--- src/core/rmc_regs.vh ---
// Purpose: Register map, field layout and timing constants of the retimer mode control.
// Assumes: APB with 32-bit data, one aligned word per register.
// Notes:   Offsets are byte addresses; register indices are kept for the printed offsets.
`ifndef RMC_REGS_VH
`define RMC_REGS_VH

// =====================================================================
// Register offsets
`define RMC_IDX_MODE        8'h0a
`define RMC_IDX_OUTCTL      8'h0c
`define RMC_ADDR_MODE       12'h028
`define RMC_ADDR_OUTCTL     12'h030
`define RMC_ADDR_CTRL       12'h040
`define RMC_ADDR_STATUS     12'h044
`define RMC_ADDR_FREQ       12'h048

// =====================================================================
// Fields and reset values
`define RMC_MODE_FUNC_LSB   0
`define RMC_MODE_PLACE_BIT  7
`define RMC_MODE_RST        8'h83
`define RMC_FUNC_REDRIVER   2'b00
`define RMC_FUNC_AUTO       2'b11
`define RMC_OUTCTL_RST      8'h00
`define RMC_DEEMPH_0DB      2'b00
`define RMC_DEEMPH_2DB      2'b01
`define RMC_SWING_LSB       5
`define RMC_CTRL_RST        8'h00
`define RMC_CTRL_STRAP_BIT  0
`define RMC_CTRL_OFFACQ_BIT 1
`define RMC_CTRL_POL_BIT    2
`define RMC_CTRL_FLOCK_BIT  3
`define RMC_EQ_SINK_CODE    4'hc
`define RMC_EQ_SRC_CODE     4'h7

// =====================================================================
// Timing
`define RMC_CLK_MHZ         10
`define RMC_ACQ_MS          7
`define RMC_CDR_ON_MS       15
`define RMC_CDR_OFF_NS      120
`define RMC_CLK_NS          100
`define RMC_FREQ_WIN_US     10
`define RMC_THRESH_MHZ      100

`endif

--- src/core/rmc_mode_ctrl.v ---
// Purpose: Retimer/redriver mode choice, CDR power, de-emphasis and output conditioning.
// Assumes: Pixel clock arrives as a sampled input; a divided copy (by 16) is measured.
// Notes:   Registers are reached over APB; every top output comes from a flip-flop.
//
// The implementer's own choices: the address map and the APB register port.
`timescale 1ns/1ns
`default_nettype none
`include "rmc_regs.vh"

module rmc_mode_ctrl #(
    parameter ACQ_CYCLES   = (`RMC_ACQ_MS * 1000 * 1000) / `RMC_CLK_NS,
    parameter CDRON_CYCLES = (`RMC_CDR_ON_MS * 1000 * 1000) / `RMC_CLK_NS,
    parameter WIN_CYCLES   = (`RMC_FREQ_WIN_US * 1000) / `RMC_CLK_NS,
    parameter THRESH_EDGES = (`RMC_THRESH_MHZ * `RMC_FREQ_WIN_US) / 16
) (
    input  wire        ref_clk,
    input  wire        resetn,
    input  wire        psel,
    input  wire        penable,
    input  wire        pwrite,
    input  wire [11:0] paddr,
    input  wire [31:0] pwdata,
    output reg  [31:0] prdata,
    output reg         pready,
    output reg         pslverr,
    input  wire        pixClkDiv,
    input  wire        deemphPin,
    input  wire        outEnN,
    output reg         retimeOn,
    output reg         cdrPowerOn,
    output reg         cdrReady,
    output reg         pllForceLock,
    output reg         skewCompOn,
    output reg  [1:0]  deemphLevel,
    output reg  [2:0]  swingLevel,
    output reg         polarityInvert,
    output reg         txHighZ,
    output reg  [3:0]  eqCentre
);

    // =================================================================
    // Reset release and input synchronisers
    reg        rstMeta_ff;
    reg        rstSync_ff;
    reg  [2:0] pixSync_ff;
    reg  [1:0] deSync_ff;
    reg  [1:0] oeSync_ff;
    wire       rstN = rstSync_ff;

    always @(posedge ref_clk or negedge resetn) begin
        if (!resetn) begin
            rstMeta_ff <= 1'b0;
            rstSync_ff <= 1'b0;
        end else begin
            rstMeta_ff <= 1'b1;
            rstSync_ff <= rstMeta_ff;
        end
    end

    always @(posedge ref_clk or negedge rstN) begin
        if (!rstN) begin
            pixSync_ff <= 3'h0;
            deSync_ff  <= 2'h0;
            oeSync_ff  <= 2'h3;
        end else begin
            pixSync_ff <= {pixSync_ff[1:0], pixClkDiv};
            deSync_ff  <= {deSync_ff[0], deemphPin};
            oeSync_ff  <= {oeSync_ff[0], outEnN};
        end
    end

    // Edge detector reads only synchronised stages 1 and 2.
    wire pixRise = pixSync_ff[1] & ~pixSync_ff[2];

    // =================================================================
    // Registers
    reg [7:0] modeReg_ff;
    reg [7:0] outReg_ff;
    reg [7:0] ctrlReg_ff;
    wire      wrEn = psel & penable & pwrite;
    wire      rdEn = psel & ~penable & ~pwrite;

    function hit;
        input [11:0] a;
        input [11:0] b;
        begin
            hit = (a == b);
        end
    endfunction

    wire known = hit(paddr, `RMC_ADDR_MODE) | hit(paddr, `RMC_ADDR_OUTCTL) |
                 hit(paddr, `RMC_ADDR_CTRL) | hit(paddr, `RMC_ADDR_STATUS) |
                 hit(paddr, `RMC_ADDR_FREQ);

    // =================================================================
    // Frequency measurement
    reg [15:0] winCnt_ff;
    reg [15:0] edgeCnt_ff;
    reg [15:0] freqVal_ff;
    reg        fast_ff;
    reg        measValid_ff;
    reg        newFreq_ff;
    wire       winEnd = (winCnt_ff == WIN_CYCLES[15:0] - 16'h0001);
    // The last cycle of a window still counts its edge, so no edge is lost at the boundary.
    wire [15:0] edgeNow = edgeCnt_ff + {15'h0000, pixRise};

    always @(posedge ref_clk or negedge rstN) begin
        if (!rstN) begin
            winCnt_ff    <= 16'h0000;
            edgeCnt_ff   <= 16'h0000;
            freqVal_ff   <= 16'h0000;
            fast_ff      <= 1'b0;
            measValid_ff <= 1'b0;
            newFreq_ff   <= 1'b0;
        end else begin
            newFreq_ff <= 1'b0;
            if (winEnd) begin
                winCnt_ff    <= 16'h0000;
                edgeCnt_ff   <= 16'h0000;
                freqVal_ff   <= edgeNow;
                measValid_ff <= 1'b1;
                if (!measValid_ff || (edgeNow > THRESH_EDGES[15:0]) != fast_ff) begin
                    newFreq_ff <= 1'b1;
                end
                fast_ff <= (edgeNow > THRESH_EDGES[15:0]);
            end else begin
                winCnt_ff <= winCnt_ff + 16'h0001;
                if (pixRise) begin
                    edgeCnt_ff <= edgeCnt_ff + 16'h0001;
                end
            end
        end
    end

    // =================================================================
    // Mode decision and acquisition
    localparam [2:0] ST_REDRV = 3'b001;
    localparam [2:0] ST_ACQ   = 3'b010;
    localparam [2:0] ST_RETIM = 3'b100;

    reg  [2:0]  state_ff;
    reg  [2:0]  nxt_state;
    reg  [23:0] acqCnt_ff;
    reg  [23:0] onCnt_ff;
    wire [1:0]  funcMode = modeReg_ff[`RMC_MODE_FUNC_LSB +: 2];
    reg         wantRetime;

    always @* begin
        if (funcMode == `RMC_FUNC_REDRIVER) begin
            wantRetime = 1'b0;
        end else if (funcMode == `RMC_FUNC_AUTO) begin
            wantRetime = fast_ff;
        end else begin
            wantRetime = 1'b1;
        end
    end

    always @* begin
        nxt_state = state_ff;
        case (state_ff)
            ST_REDRV: begin
                if (wantRetime) begin
                    nxt_state = ST_ACQ;
                end
            end
            ST_ACQ: begin
                if (!wantRetime) begin
                    nxt_state = ST_REDRV;
                end else if (acqCnt_ff == ACQ_CYCLES[23:0] - 24'h000001) begin
                    nxt_state = ST_RETIM;
                end
            end
            ST_RETIM: begin
                if (!wantRetime) begin
                    nxt_state = ST_REDRV;
                end else if (newFreq_ff) begin
                    nxt_state = ST_ACQ;
                end
            end
            default: nxt_state = ST_REDRV;
        endcase
    end

    wire retimeNow = (nxt_state != ST_REDRV);

    always @(posedge ref_clk or negedge rstN) begin
        if (!rstN) begin
            state_ff  <= ST_REDRV;
            acqCnt_ff <= 24'h000000;
            onCnt_ff  <= 24'h000000;
        end else begin
            state_ff  <= nxt_state;
            acqCnt_ff <= (nxt_state == ST_ACQ && state_ff == ST_ACQ) ?
                         acqCnt_ff + 24'h000001 : 24'h000000;
            if (!retimeNow) begin
                onCnt_ff <= 24'h000000;
            end else if (onCnt_ff != CDRON_CYCLES[23:0]) begin
                onCnt_ff <= onCnt_ff + 24'h000001;
            end
        end
    end

    // =================================================================
    // Outputs
    wire strapMode = ctrlReg_ff[`RMC_CTRL_STRAP_BIT];

    always @(posedge ref_clk or negedge rstN) begin
        if (!rstN) begin
            retimeOn       <= 1'b0;
            cdrPowerOn     <= 1'b0;
            cdrReady       <= 1'b0;
            pllForceLock   <= 1'b0;
            skewCompOn     <= 1'b0;
            deemphLevel    <= `RMC_DEEMPH_0DB;
            swingLevel     <= 3'h0;
            polarityInvert <= 1'b0;
            txHighZ        <= 1'b1;
            eqCentre       <= `RMC_EQ_SINK_CODE;
        end else begin
            retimeOn     <= retimeNow;
            cdrPowerOn   <= retimeNow;
            skewCompOn   <= retimeNow;
            cdrReady     <= retimeNow && (nxt_state == ST_RETIM ||
                            onCnt_ff == CDRON_CYCLES[23:0]);
            pllForceLock <= retimeNow & ctrlReg_ff[`RMC_CTRL_FLOCK_BIT];
            if (!retimeNow) begin
                deemphLevel <= `RMC_DEEMPH_0DB;
            end else if (strapMode) begin
                deemphLevel <= deSync_ff[1] ? `RMC_DEEMPH_2DB : `RMC_DEEMPH_0DB;
            end else begin
                deemphLevel <= outReg_ff[1:0];
            end
            swingLevel     <= outReg_ff[`RMC_SWING_LSB +: 3];
            polarityInvert <= retimeNow & ctrlReg_ff[`RMC_CTRL_POL_BIT];
            txHighZ <= oeSync_ff[1] |
                       (ctrlReg_ff[`RMC_CTRL_OFFACQ_BIT] & (nxt_state == ST_ACQ));
            eqCentre <= modeReg_ff[`RMC_MODE_PLACE_BIT] ? `RMC_EQ_SINK_CODE
                                                         : `RMC_EQ_SRC_CODE;
        end
    end

    // =================================================================
    // APB slave: one wait-free access, unmapped addresses error.
    always @(posedge ref_clk or negedge rstN) begin
        if (!rstN) begin
            modeReg_ff <= `RMC_MODE_RST;
            outReg_ff  <= `RMC_OUTCTL_RST;
            ctrlReg_ff <= `RMC_CTRL_RST;
            prdata     <= 32'h00000000;
            pready     <= 1'b0;
            pslverr    <= 1'b0;
        end else begin
            pready  <= psel & ~penable;
            pslverr <= psel & ~penable & ~known;
            if (wrEn && pready) begin
                if (hit(paddr, `RMC_ADDR_MODE)) begin
                    modeReg_ff <= pwdata[7:0];
                end else if (hit(paddr, `RMC_ADDR_OUTCTL)) begin
                    outReg_ff <= pwdata[7:0];
                end else if (hit(paddr, `RMC_ADDR_CTRL)) begin
                    ctrlReg_ff <= {4'h0, pwdata[3:0]};
                end
            end
            if (rdEn) begin
                if (hit(paddr, `RMC_ADDR_MODE)) begin
                    prdata <= {24'h000000, modeReg_ff};
                end else if (hit(paddr, `RMC_ADDR_OUTCTL)) begin
                    prdata <= {24'h000000, outReg_ff};
                end else if (hit(paddr, `RMC_ADDR_CTRL)) begin
                    prdata <= {24'h000000, ctrlReg_ff};
                end else if (hit(paddr, `RMC_ADDR_STATUS)) begin
                    prdata <= {27'h0000000, measValid_ff, fast_ff, state_ff == ST_ACQ,
                               cdrReady, retimeOn};
                end else if (hit(paddr, `RMC_ADDR_FREQ)) begin
                    prdata <= {16'h0000, freqVal_ff};
                end else begin
                    prdata <= 32'h00000000;
                end
            end
        end
    end

endmodule
`default_nettype wire

--- config.mk ---
export PLATFORM = sky130hd
export DESIGN_NAME = rmc_mode_ctrl
export DESIGN_NICKNAME = d
export VERILOG_FILES = /design/src/core/rmc_mode_ctrl.v
export VERILOG_INCLUDE_DIRS = /design/src /design/src/core
export SDC_FILE = /design/constraint.sdc
export NUM_CORES = 1
export LEC_CHECK = 0
export ABC_AREA = 1
export BUFFER_PORTS_ARGS = -buffer_cell sky130_fd_sc_hd__buf_2
export CAP_MARGIN = 25
export CORE_UTILIZATION = 38
export DETAILED_ROUTE_END_ITERATION = 12
export GPL_ROUTABILITY_DRIVEN = 1
export SYNTH_ARGS = -nofsm -noshare
export SYNTH_HDL_FRONTEND = slang
export SYNTH_SLANG_ARGS = --single-unit
--- constraint.sdc ---
create_clock -name ref_clk -period 7.2 [get_ports ref_clk]
set_input_delay 0.72 -clock ref_clk [delete_from_list [all_inputs] [get_ports ref_clk]]
set_output_delay 0.72 -clock ref_clk [all_outputs]
set_load 0.01 [all_outputs]
==> flow_summary_export.csv, run 1 <==
group,metric,value,unit
yosys,syn_area,0.00806,mm2
yosys,synth-adder-area-share,0.0124,
sta,fin_worst_skew,11.1,ps
job,drv_cap,0,
global_routing,grt.met2_usage,0.302,
global_routing,first_global_vias,6289,
yosys,synth_ff_type,"dfrtp_1",
yosys,synthCells,1004,
yosys,synth_top_area_share,0.475,
worst_setup_path,crit_chain,"inv_1 -> o21ai_0 -> nand2_1 -> inv_1 -> nand4_1 -> o21ai_0",
clocking,htree_levels,4,
die,rows,52,
worst_setup_path,required,7550,ps
cells_and_area,final_nets,1127,
worst_setup_path,cp_slowest_cell,"inv_1",
routing,drt-initial-drc-count,376,
power,worst_ir_drop_vdd,0.128,mV
die,core_area,0.0205,mm2
clocking,clk_pin_slew,70,ps
worst_setup_path,worstSetupEndpointType,"register",
yosys,yosysTopAreaCell,"dfrtp_1",
die,num_io_pins,102,
yosys,avgSynthCellArea,8.03,um2
routing,drc,0,
global_routing,gr-total-overflow,0,
worst_setup_path,crit_family,"buffers and inverters",
clocking,hold_buffers,0,
yosys,yosys.area_share.simple,0.285,
routing,wire_per_inst,13.8,um
yosys,yosysWarnings,0,
sta,final.period_utilization,0.335,
cells_and_area,syn_to_final_growth,13.8,%
global_routing,grt_pass1_wl,31100,um
worst_setup_path,crit_buf_inv,2,
cells_and_area,drive_gt1_frac,0.131,
worst_setup_path,path_max_fanout,20,
clocking,root_buffer,"clkbuf_16",
clocking,cts-resized-gates,0,
worst_setup_path,start_kind,"register",
global_routing,antenna_found_initial,0,
yosys,synthMuxAreaShare,0.00124,
clocking,cts_setup_buffers,0,
yosys,async_flop_share,1.00,
global_routing,grt.total_usage,0.182,
global_routing,use_met3,0.0349,
sta,rsz0062_at_grt,"false",
yosys,synth_compound_area_frac,0.0891,
clocking,cts_tree,"built",
cells_and_area,n_fill_cell,2063,
yosys,ys_types,44,
sta,layout_min_cycle_time,2410,ps
clocking,ctsLongestPathBuffers,2,
placement,gp_congestion,0.860,
sta,timing_hold_violations_final,0,
clocking,cts_num_sinks,161,
sta,slew_viol_final,0,
clocking,worstSkewPairLatency,440,ps
global_routing,busiest_layer,"met2",
sta,setup_tns,0,ps
routing,antenna_left,0,
yosys,synth_top_family_by_area,"simple AND/OR/NAND/NOR gates",
placement,dpl.cell_count,1318,
global_routing,gr-usage-met1,0.237,
power,p_per_area,215,mW/mm2
worst_setup_path,cp_slowest_stage_delay,610,ps
sta,setup_viol,0,
placement,port_buffers,60,
sta,worst_pin_slew,814,ps
global_routing,grt_max_degree,66,
yosys,synth-xor-area-share,0.0206,
worst_setup_path,critPathArrivalTime,2760,ps
outcome,outcome,"finished, final reports clean",
placement,dp_hpwl,13600,um
yosys,synth_edf_count,0,
die,die_y,148,um
cells_and_area,antenna_cells,0,
hold_path,hp-class,"input port to async pin",
sta,clock.fmax,414,MHz
routing,viasPerCell,4.85,
die,die-area,0.0218,mm2
worst_setup_path,crit_type,"register to register",
cells_and_area,fin_cells,1350,
routing,drt_wl_total,18700,um
routing,drt_pass1_iterations,5,
yosys,ys_seq_elements,161,
yosys,ys_seq_area_frac,0.501,
routing,via_count,6545,
clocking,cts_made_buffers,17,
yosys,synthTopCellsByArea,"dfrtp_1, nand2_1, inv_1, nor2_1, o21ai_0",
die,start_util,0.393,
sta,relSlewSlack,0.457,
die,die_w,148,um
power,power.leakage,4.39,nW
[cells by family (layout without fill, tap and decap cells)]
group | after synthesis | after routing
buffers and inverters | 171 | 231
and+or+nand+nor | 510 | 510
other | 2 | 18
DFF | 161 | 161
xor gates and xnor gates | 19 | 19
muxes | 1 | 1
adders and majority gates | 8 | 8
AOI/OAI and AO/OA | 132 | 132
[metal layers]
layer	part of all wire	vias to the layer above
met1	0.46	3096
met3	0.026	17
met2	0.50	76
li1	-	3356
met4	0.015	0
met5	0	-
[worst register-to-register path, cell delays in order, from the launching register on]
cell	delay, ps
dfstp_2	530
inv_1	60
o21ai_0	270
nand2_1	390
inv_1	610
nand4_1	250
o21ai_0	220
[per-stage QoR]
| step | hold slack [ps] | util | power [W] | setup WS, ps | cell area [um2] |
|---|---|---|---|---|---|
| floorplan | 331 | - | 0.00105 | 2400 | 8120 |
| global placement | 333 | 0.418 | 0.00109 | 4520 | 8570 |
| detailed placement | 337 | 0.419 | 0.00109 | 4440 | 8580 |
| CTS | 37.9 | 0.447 | 0.00200 | 4780 | 9170 |
| global route | 34.5 | 0.447 | 0.00205 | 4560 | 9170 |
| finish | 56.2 | 0.447 | 0.00197 | 4790 | 9170 |
[report_power, final]
group / leakage, nW / switching, W / internal, W
combinational: 1.93 / 0.0000774 / 0.0000361
clock: 0.292 / 0.000433 / 0.000468
sequential: 2.17 / 0.0000315 / 0.000925
total: 4.39 / 0.000542 / 0.00143
[synthesized netlist by cell type, types with 3 or more instances]
library cell and instances:
o211ai_1 4, inv_2 4, ha_1 8, nor4_1 16, a2bb2oi_1 4, dfstp_2 8, buf_4 20, a21oi_1 40
xnor2_1 6, nor3_2 3, nor3_1 30, buf_2 7, a31oi_1 9, or2_2 3, nand3_1 53, nor2_2 10
nor3b_1 3, o21ai_0 66, nand4_1 27, clkbuf_1 8, nand2_1 224, nand2_2 5, nor2_1 122, inv_1 130
nor2_4 6, xor2_1 13, dfrtp_1 153
[final timing paths]
path / startpoint / end / slack [ps] / cells after the start
max: modeReg_ff[0] / onCnt_ff[0] / 4790 / 6
min: resetn / rstN / 60 / 1
max reg2reg: modeReg_ff[0] / onCnt_ff[0] / 4790 / 6
min reg2reg: rstN / deSync_ff[0] / 330 / 0
max in group asynchronous: rstN / fast_ff / 5600 / 1
min in group ref_clk: pixSync_ff[0] / pixSync_ff[1] / 350 / 0
[layout make-up]
| cell class | instances | area, um2 | area share |
|---|---|---|---|
| Clock buffer | 17 | 425 | 0.0464 |
| Clock inverter | 15 | 164 | 0.0179 |
| Inverter | 135 | 507 | 0.0553 |
| Multi-Input combinational cell | 688 | 3360 | 0.366 |
| Sequential cell | 161 | 4040 | 0.441 |
| Tap cell | 270 | 338 | 0.0368 |
| Timing Repair Buffer | 64 | 338 | 0.0368 |
[state kept, by name (all words and copies together), names as in the netlist, 2 cells and up]
name	count
acqCnt_ff	24
pixSync_ff	3
freqVal_ff	16
prdata	16
outReg_ff	8
ctrlReg_ff	4
state_ff	3
deemphLevel	2
eqCentre	2
onCnt_ff	24
swingLevel	3
oeSync_ff	2
edgeCnt_ff	16
deSync_ff	2
winCnt_ff	16
modeReg_ff	8
[placed cells by master (no fill, tap or decap), types with 9 or more instances in the layout]
cell type and count:
nand2_1 224, dfrtp_1 152, inv_1 130, nor2_1 122
o21ai_0 66, buf_2 60, nand3_1 53, a21oi_1 40
nor3_1 30, nand4_1 27, conb_1 18, clkbuf_16 17
nor4_1 16, xor2_1 13, nor2_2 10, a31oi_1 9
Note: power is estimated with default switching activity, not from simulation.
==> run 2, diff against run 1 <==
Settings changed: ABC_AREA 1 to 0.
Clock period 7.2 ns to 2.5 ns, I/O delays scaled along.
==> run 2 against run 1 <==
Hold slack improved by 1.7 ps. Sequential power rose to 2.9 times the previous value. Area after synthesis fell by 4.9%. Die area fell by 4.8%. Utilization rose by 0.84 points. Critical path type unchanged.
==> flow_summary_export.csv, run 2 <==
group,metric,value,unit
outcome,outcome,"finished, final reports clean",
job,drv_cap,0,
sta,setup_tns,0,ps
clocking,cts_made_buffers,17,
yosys,synth_ff_type,"dfrtp_1",
routing,wl_met1,7590,um
sta,rsz0062_at_grt,"false",
worst_setup_path,worstSetupEndpointType,"register",
worst_setup_path,crit_buf_inv,0,
die,rows,51,
die,die_w,144,um
yosys,yosysWarnings,0,
routing,highest_layer,"met4",
sta,fin_worst_skew,8.79,ps
sta,layout_min_cycle_time,2310,ps
sta,worst_pin_slew,1000,ps
yosys,ys_seq_elements,161,
worst_setup_path,critPathArrivalTime,2600,ps
worst_setup_path,cp_slowest_cell,"or4_1",
worst_setup_path,crit_family,"simple AND/OR/NAND/NOR gates",
power,p_sw,0.00137,W
power,share_comb_of_total_power,0.065,
power,worst_ir_drop_vdd,0.452,mV
power,p_per_area,629,mW/mm2
sta,timing_hold_violations_final,0,
cells_and_area,n_fill_cell,1869,
routing,drt_wl_total,15500,um
yosys,ys_seq_area_frac,0.527,
die,start_util,0.391,
yosys,yosysTopAreaCell,"dfrtp_1",
routing,via_count,5447,
global_routing,grt_max_degree,56,
placement,gp_congestion,0.814,
worst_setup_path,path_common_cell,"or3_1",
cells_and_area,fin_cells,1096,
yosys,synth_common_cells,"dfrtp_1, nor2_1, nand2_1",
power,p_int,0.00426,W
cells_and_area,syn_to_final_growth,16.5,%
cells_and_area,regArea,0.00404,mm2
routing,antenna_left,0,
global_routing,grt.total_usage,0.159,
yosys,syn_area,0.00766,mm2
global_routing,gr-total-overflow,0,
routing,wire_per_inst,14.1,um
clocking,htree_levels,4,
placement,dp_hpwl,10700,um
yosys,synth_most_common_cell,"dfrtp_1",
cells_and_area,multi_input_area,0.00338,mm2
sta,setup_viol,0,
cells_and_area,mostFrequentLayoutCells,"dfrtp_1, nor2_1, nand2_1",
power,power_frac_seq,0.490,
placement,port_buffers,60,
routing,route.met3.wl,591,um
clocking,cts_setup_buffers,0,
sta,relSlewSlack,0.333,
yosys,synth_edf_count,0,
power,power.share.clock,0.445,
yosys,ys_types,56,
routing,drt-initial-drc-count,324,
yosys,synthCells,749,
worst_setup_path,cp_slowest_stage_delay,530,ps
sta,final.period_utilization,0.926,
power,power.leakage,3.91,nW
clocking,root_buffer,"clkbuf_16",
clocking,ctsLongestPathBuffers,2,
global_routing,grt_pass1_wl,25500,um
cells_and_area,mostFrequentLayoutCell,"dfrtp_1",
yosys,synth_top_area_share,0.500,
routing,wl_met2,7060,um
die,core_area,0.0196,mm2
die,die-area,0.0207,mm2
cells_and_area,drive_gt1_frac,0.190,
worst_setup_path,crit_type,"register to register",
sta,clock.fmax,432,MHz
sta,slew_viol_final,0,
worst_setup_path,required,2790,ps
routing,viasPerCell,4.97,
worst_setup_path,start_kind,"register",
clocking,clk_pin_slew,60,ps
worst_setup_path,crit_chain,"or4_1 -> or3_1 -> or3_1 -> nand4_1 -> xor2_1 -> nor2_1",
routing,drt_pass1_iterations,5,
clocking,worstSkewPairLatency,430,ps
power,switching_share,0.243,
hold_path,hp-class,"input port to register",
cells_and_area,reg_top3,"acqCnt_ff: 24 flops, onCnt_ff: 24 flops",
die,die_y,144,um
yosys,avgSynthCellArea,10.2,um2
routing,drc,0,
placement,dpl.cell_count,1058,
global_routing,antenna_found_initial,1,
worst_setup_path,path_max_fanout,9,
yosys,synthTopCellsByArea,"dfrtp_1, xnor2_1, nor2_1, xor2_1, nand2_1",
global_routing,first_global_vias,5178,
clocking,cts_tree,"built",
yosys,async_flop_share,1.00,
cells_and_area,final_nets,877,
die,num_io_pins,102,
clocking,cts_num_sinks,161,
run 2: cell type report:
type | instances | area share
clock inverters | 11 | 0.0116
well taps | 265 | 0.0371
repair buffers | 88 | 0.0628
clock buffers | 21 | 0.0527
flip-flops and latches | 161 | 0.453
inverters | 11 | 0.00462
multi-input cells | 538 | 0.378
diodes | 1 | 0.000280
run 2: cell families (layout without fill, tap and decap cells):
logic type / after synthesis / in the layout / synth area share
multiplexers: 25 / 25 / 0.0359
AND/OR/NAND/NOR: 334 / 334 / 0.222
adder cells (fa/ha/maj): 8 / 8 / 0.0131
XOR/XNOR: 85 / 85 / 0.0971
AO/OA/AOI/OAI: 68 / 68 / 0.0576
flip-flops: 161 / 161 / 0.527
buffers and inverters: 66 / 131 / 0.0465
other: 2 / 19 / 0.000980
run 2: worst paths after layout:
check / slack, ps / depth (start not counted) / end / from
min in group asynchronous: 160 / 2 / rstN / resetn
max: 190 / 6 / onCnt_ff[10] / onCnt_ff[19]
max reg2reg: 190 / 6 / onCnt_ff[10] / onCnt_ff[19]
max in group asynchronous: 1500 / 1 / modeReg_ff[0] / rstN
min: 60 / 3 / modeReg_ff[7] / pwdata[7]
min reg2reg: 230 / 0 / acqCnt_ff[22] / rstN
run 2: repair_timing:
item	in CTS	in global routing
hold buffers	5	0
hold endpoints to repair	6	0
setup endpoints to repair	0	1
resized for setup	0	7
run 2: metrics by stage:
step           power [W]   util  instance area [um2]  hold slack [ps]  worst slack [ps]
2_1_floorplan    0.00302      -                 7730            -45.6               141
3_3_place_gp     0.00314  0.421                 8260             36.0               196
3_5_place_dp     0.00314  0.421                 8260             35.7               158
4_1_cts          0.00566  0.453                 8880             42.3              92.9
5_1_grt          0.00583  0.456                 8930             51.4              8.92
6_report         0.00562  0.456                 8930             57.9               186
run 2: power groups by stage:
stage               combinational [W]  sequential (W)  clock (W)
floorplan                    0.000244         0.00278          0
global placement             0.000349         0.00279          0
detailed placement           0.000352         0.00279          0
CTS                          0.000362         0.00274    0.00256
global route                 0.000412         0.00276    0.00266
finish                       0.000367         0.00275    0.00250
run 2: per-layer routing:
| layer | GRT usage | vias up |
|---|---|---|
| li1 | - | 2672 |
| met1 | 0.220 | 2652 |
| met2 | 0.241 | 106 |
| met3 | 0.0318 | 17 |
| met4 | 0.0689 | 0 |
| met5 | 0 | - |
run 2: tightest hold or removal path: cells and delay by family:
family | cells | cell delay (ps)
compound gates | 1 | 70
buf+inv | 1 | 110
simple gates | 1 | 50
==> run 3, diff against run 2 <==
Settings changed: CORE_ASPECT_RATIO set to 1.75.
==> run 3 against run 2 <==
Utilization grew 0.13 points. Clock power is 22% higher. Non-clock buffer count up 3. Sequential share of layout area shrank 0.46 points. Cell count fell by 1.6%. Clock skew decreased by 1.6 ps. Critical path type unchanged.
==> flow_summary_export.csv, run 3 (synthesis gave the netlist of run 2 again) <==
group,metric,value,unit
sta,timing_hold_violations_final,0,
die,die_w,109,um
global_routing,antenna_found_initial,0,
clocking,root_buffer,"clkbuf_16",
clocking,worstSkewPairLatency,430,ps
power,worst_ir_drop_vdd,0.349,mV
placement,dp_hpwl,12100,um
sta,worst_pin_slew,981,ps
global_routing,grt_pass1_wl,27600,um
cells_and_area,drive_gt1_frac,0.192,
clocking,htree_levels,4,
placement,gp_congestion,0.846,
die,num_io_pins,102,
placement,dpl.cell_count,1040,
worst_setup_path,reg2reg_depth,6,
placement,port_buffers,60,
sta,layout_min_cycle_time,2310,ps
clocking,clk_pin_slew,60,ps
clocking,ctsLongestPathBuffers,2,
routing,drt_wl_total,16500,um
sta,final.period_utilization,0.926,
routing,antenna_left,0,
global_routing,grt_max_degree,53,
cells_and_area,multi_input_area,0.00336,mm2
clocking,cts_tree,"built",
worst_setup_path,worstSetupEndpointType,"register",
routing,viasPerCell,5.05,
routing,wire_per_inst,15.3,um
routing,drt_pass1_iterations,4,
worst_setup_path,critPathArrivalTime,2590,ps
sta,setup_viol,0,
hold_path,whs_path_depth,3,
placement,pre_cts_ws,28.5,ps
worst_setup_path,crit_type,"register to register",
routing,drc,0,
sta,rsz0062_at_grt,"false",
worst_setup_path,start_kind,"register",
cells_and_area,mostFrequentLayoutCells,"dfrtp_1, nor2_1, nand2_1",
cells_and_area,antenna_cells,0,
sta,fin_ws,185,ps
sta,setup_tns,0,ps
power,power,0.00617,W
global_routing,gr-total-overflow,0,
worst_setup_path,reg2reg_slack,190,ps
die,die-area,0.0208,mm2
die,die_y,190,um
worst_setup_path,path_max_fanout,9,
die,rows,68,
routing,via_count,5448,
clocking,cts_made_buffers,17,
cells_and_area,n_fill_cell,1909,
sta,slew_viol_final,0,
routing,drt-initial-drc-count,186,
global_routing,first_global_vias,5537,
sta,clock.fmax,432,MHz
cells_and_area,reg_top3,"acqCnt_ff: 24 flops, onCnt_ff: 24 flops",
sta,relSlewSlack,0.346,
clocking,cts_num_sinks,161,
die,start_util,0.388,
hold_path,hp-class,"input port to register",
worst_setup_path,required,2780,ps
cells_and_area,syn_to_final_growth,17.7,%
cells_and_area,regArea,0.00404,mm2
sta,fin_worst_skew,7.23,ps
power,p_per_area,684,mW/mm2
cells_and_area,mostFrequentLayoutCell,"dfrtp_1",
job,drv_cap,0,
cells_and_area,final_nets,880,
cells_and_area,fin_cells,1078,
global_routing,grt.total_usage,0.175,
die,core_area,0.0197,mm2
power,power.leakage,3.97,nW
outcome,outcome,"finished, final reports clean",
==> run 3: stage by stage <==
stage / hold slack (ps) / cell area (um2) / utilization
global route: 60.8 / 9020 / 0.457
detailed placement: 40.1 / 8250 / 0.418
global placement: 36.4 / 8250 / 0.418
finish: 50.0 / 9020 / 0.457
CTS: 38.3 / 8990 / 0.455
floorplan: -45.6 / 7730 / -
==> run 3: worst paths after layout <==
path / endpoint / startpoint
max: onCnt_ff[12] / onCnt_ff[19]
max reg2reg: onCnt_ff[12] / onCnt_ff[19]
min reg2reg: acqCnt_ff[8] / rstN
max in group asynchronous: modeReg_ff[7] / rstN
min: modeReg_ff[7] / pwdata[7]
min in group asynchronous: rstN / resetn
==> run 3: worst max-delay path, stage by stage (launching register included) <==
cell	delay, ps
dfrtp_1	420
or4_1	500
or3_1	330
or3_1	520
nand4_1	170
xor2_1	160
nor2_1	50
==> run 3: layer usage <==
layer / vias up / track usage / share of wire
met1: 2664 / 0.189 / 0.39
met2: 83 / 0.323 / 0.57
met3: 24 / 0.0356 / 0.028
li1: 2677 / - / -
met5: - / 0 / 0
met4: 0 / 0.0697 / 0.019
==> run 3: repair_timing <==
item,in CTS,in global routing
setup endpoints to repair,0,1
hold buffers,5,0
buffers inserted,0,1
endpoints found under the hold margin,6,0
gates resized for setup,0,6
==> run 3: area by class of cell <==
cell class,count,area share
flip-flops and latches,161,0.448
multi-input cells,538,0.372
repair buffers,91,0.0646
clock buffers,19,0.0480
well taps,245,0.0340
clock inverters,13,0.0286
inverters,11,0.00458
==> run 3: power breakdown <==
group | internal [W] | switching (W) | leakage (nW)
Clock | 0.00198 | 0.00107 | 0.332
Sequential | 0.00266 | 0.0000875 | 2.18
Combinational | 0.000149 | 0.000227 | 1.45
Total | 0.00479 | 0.00138 | 3.97
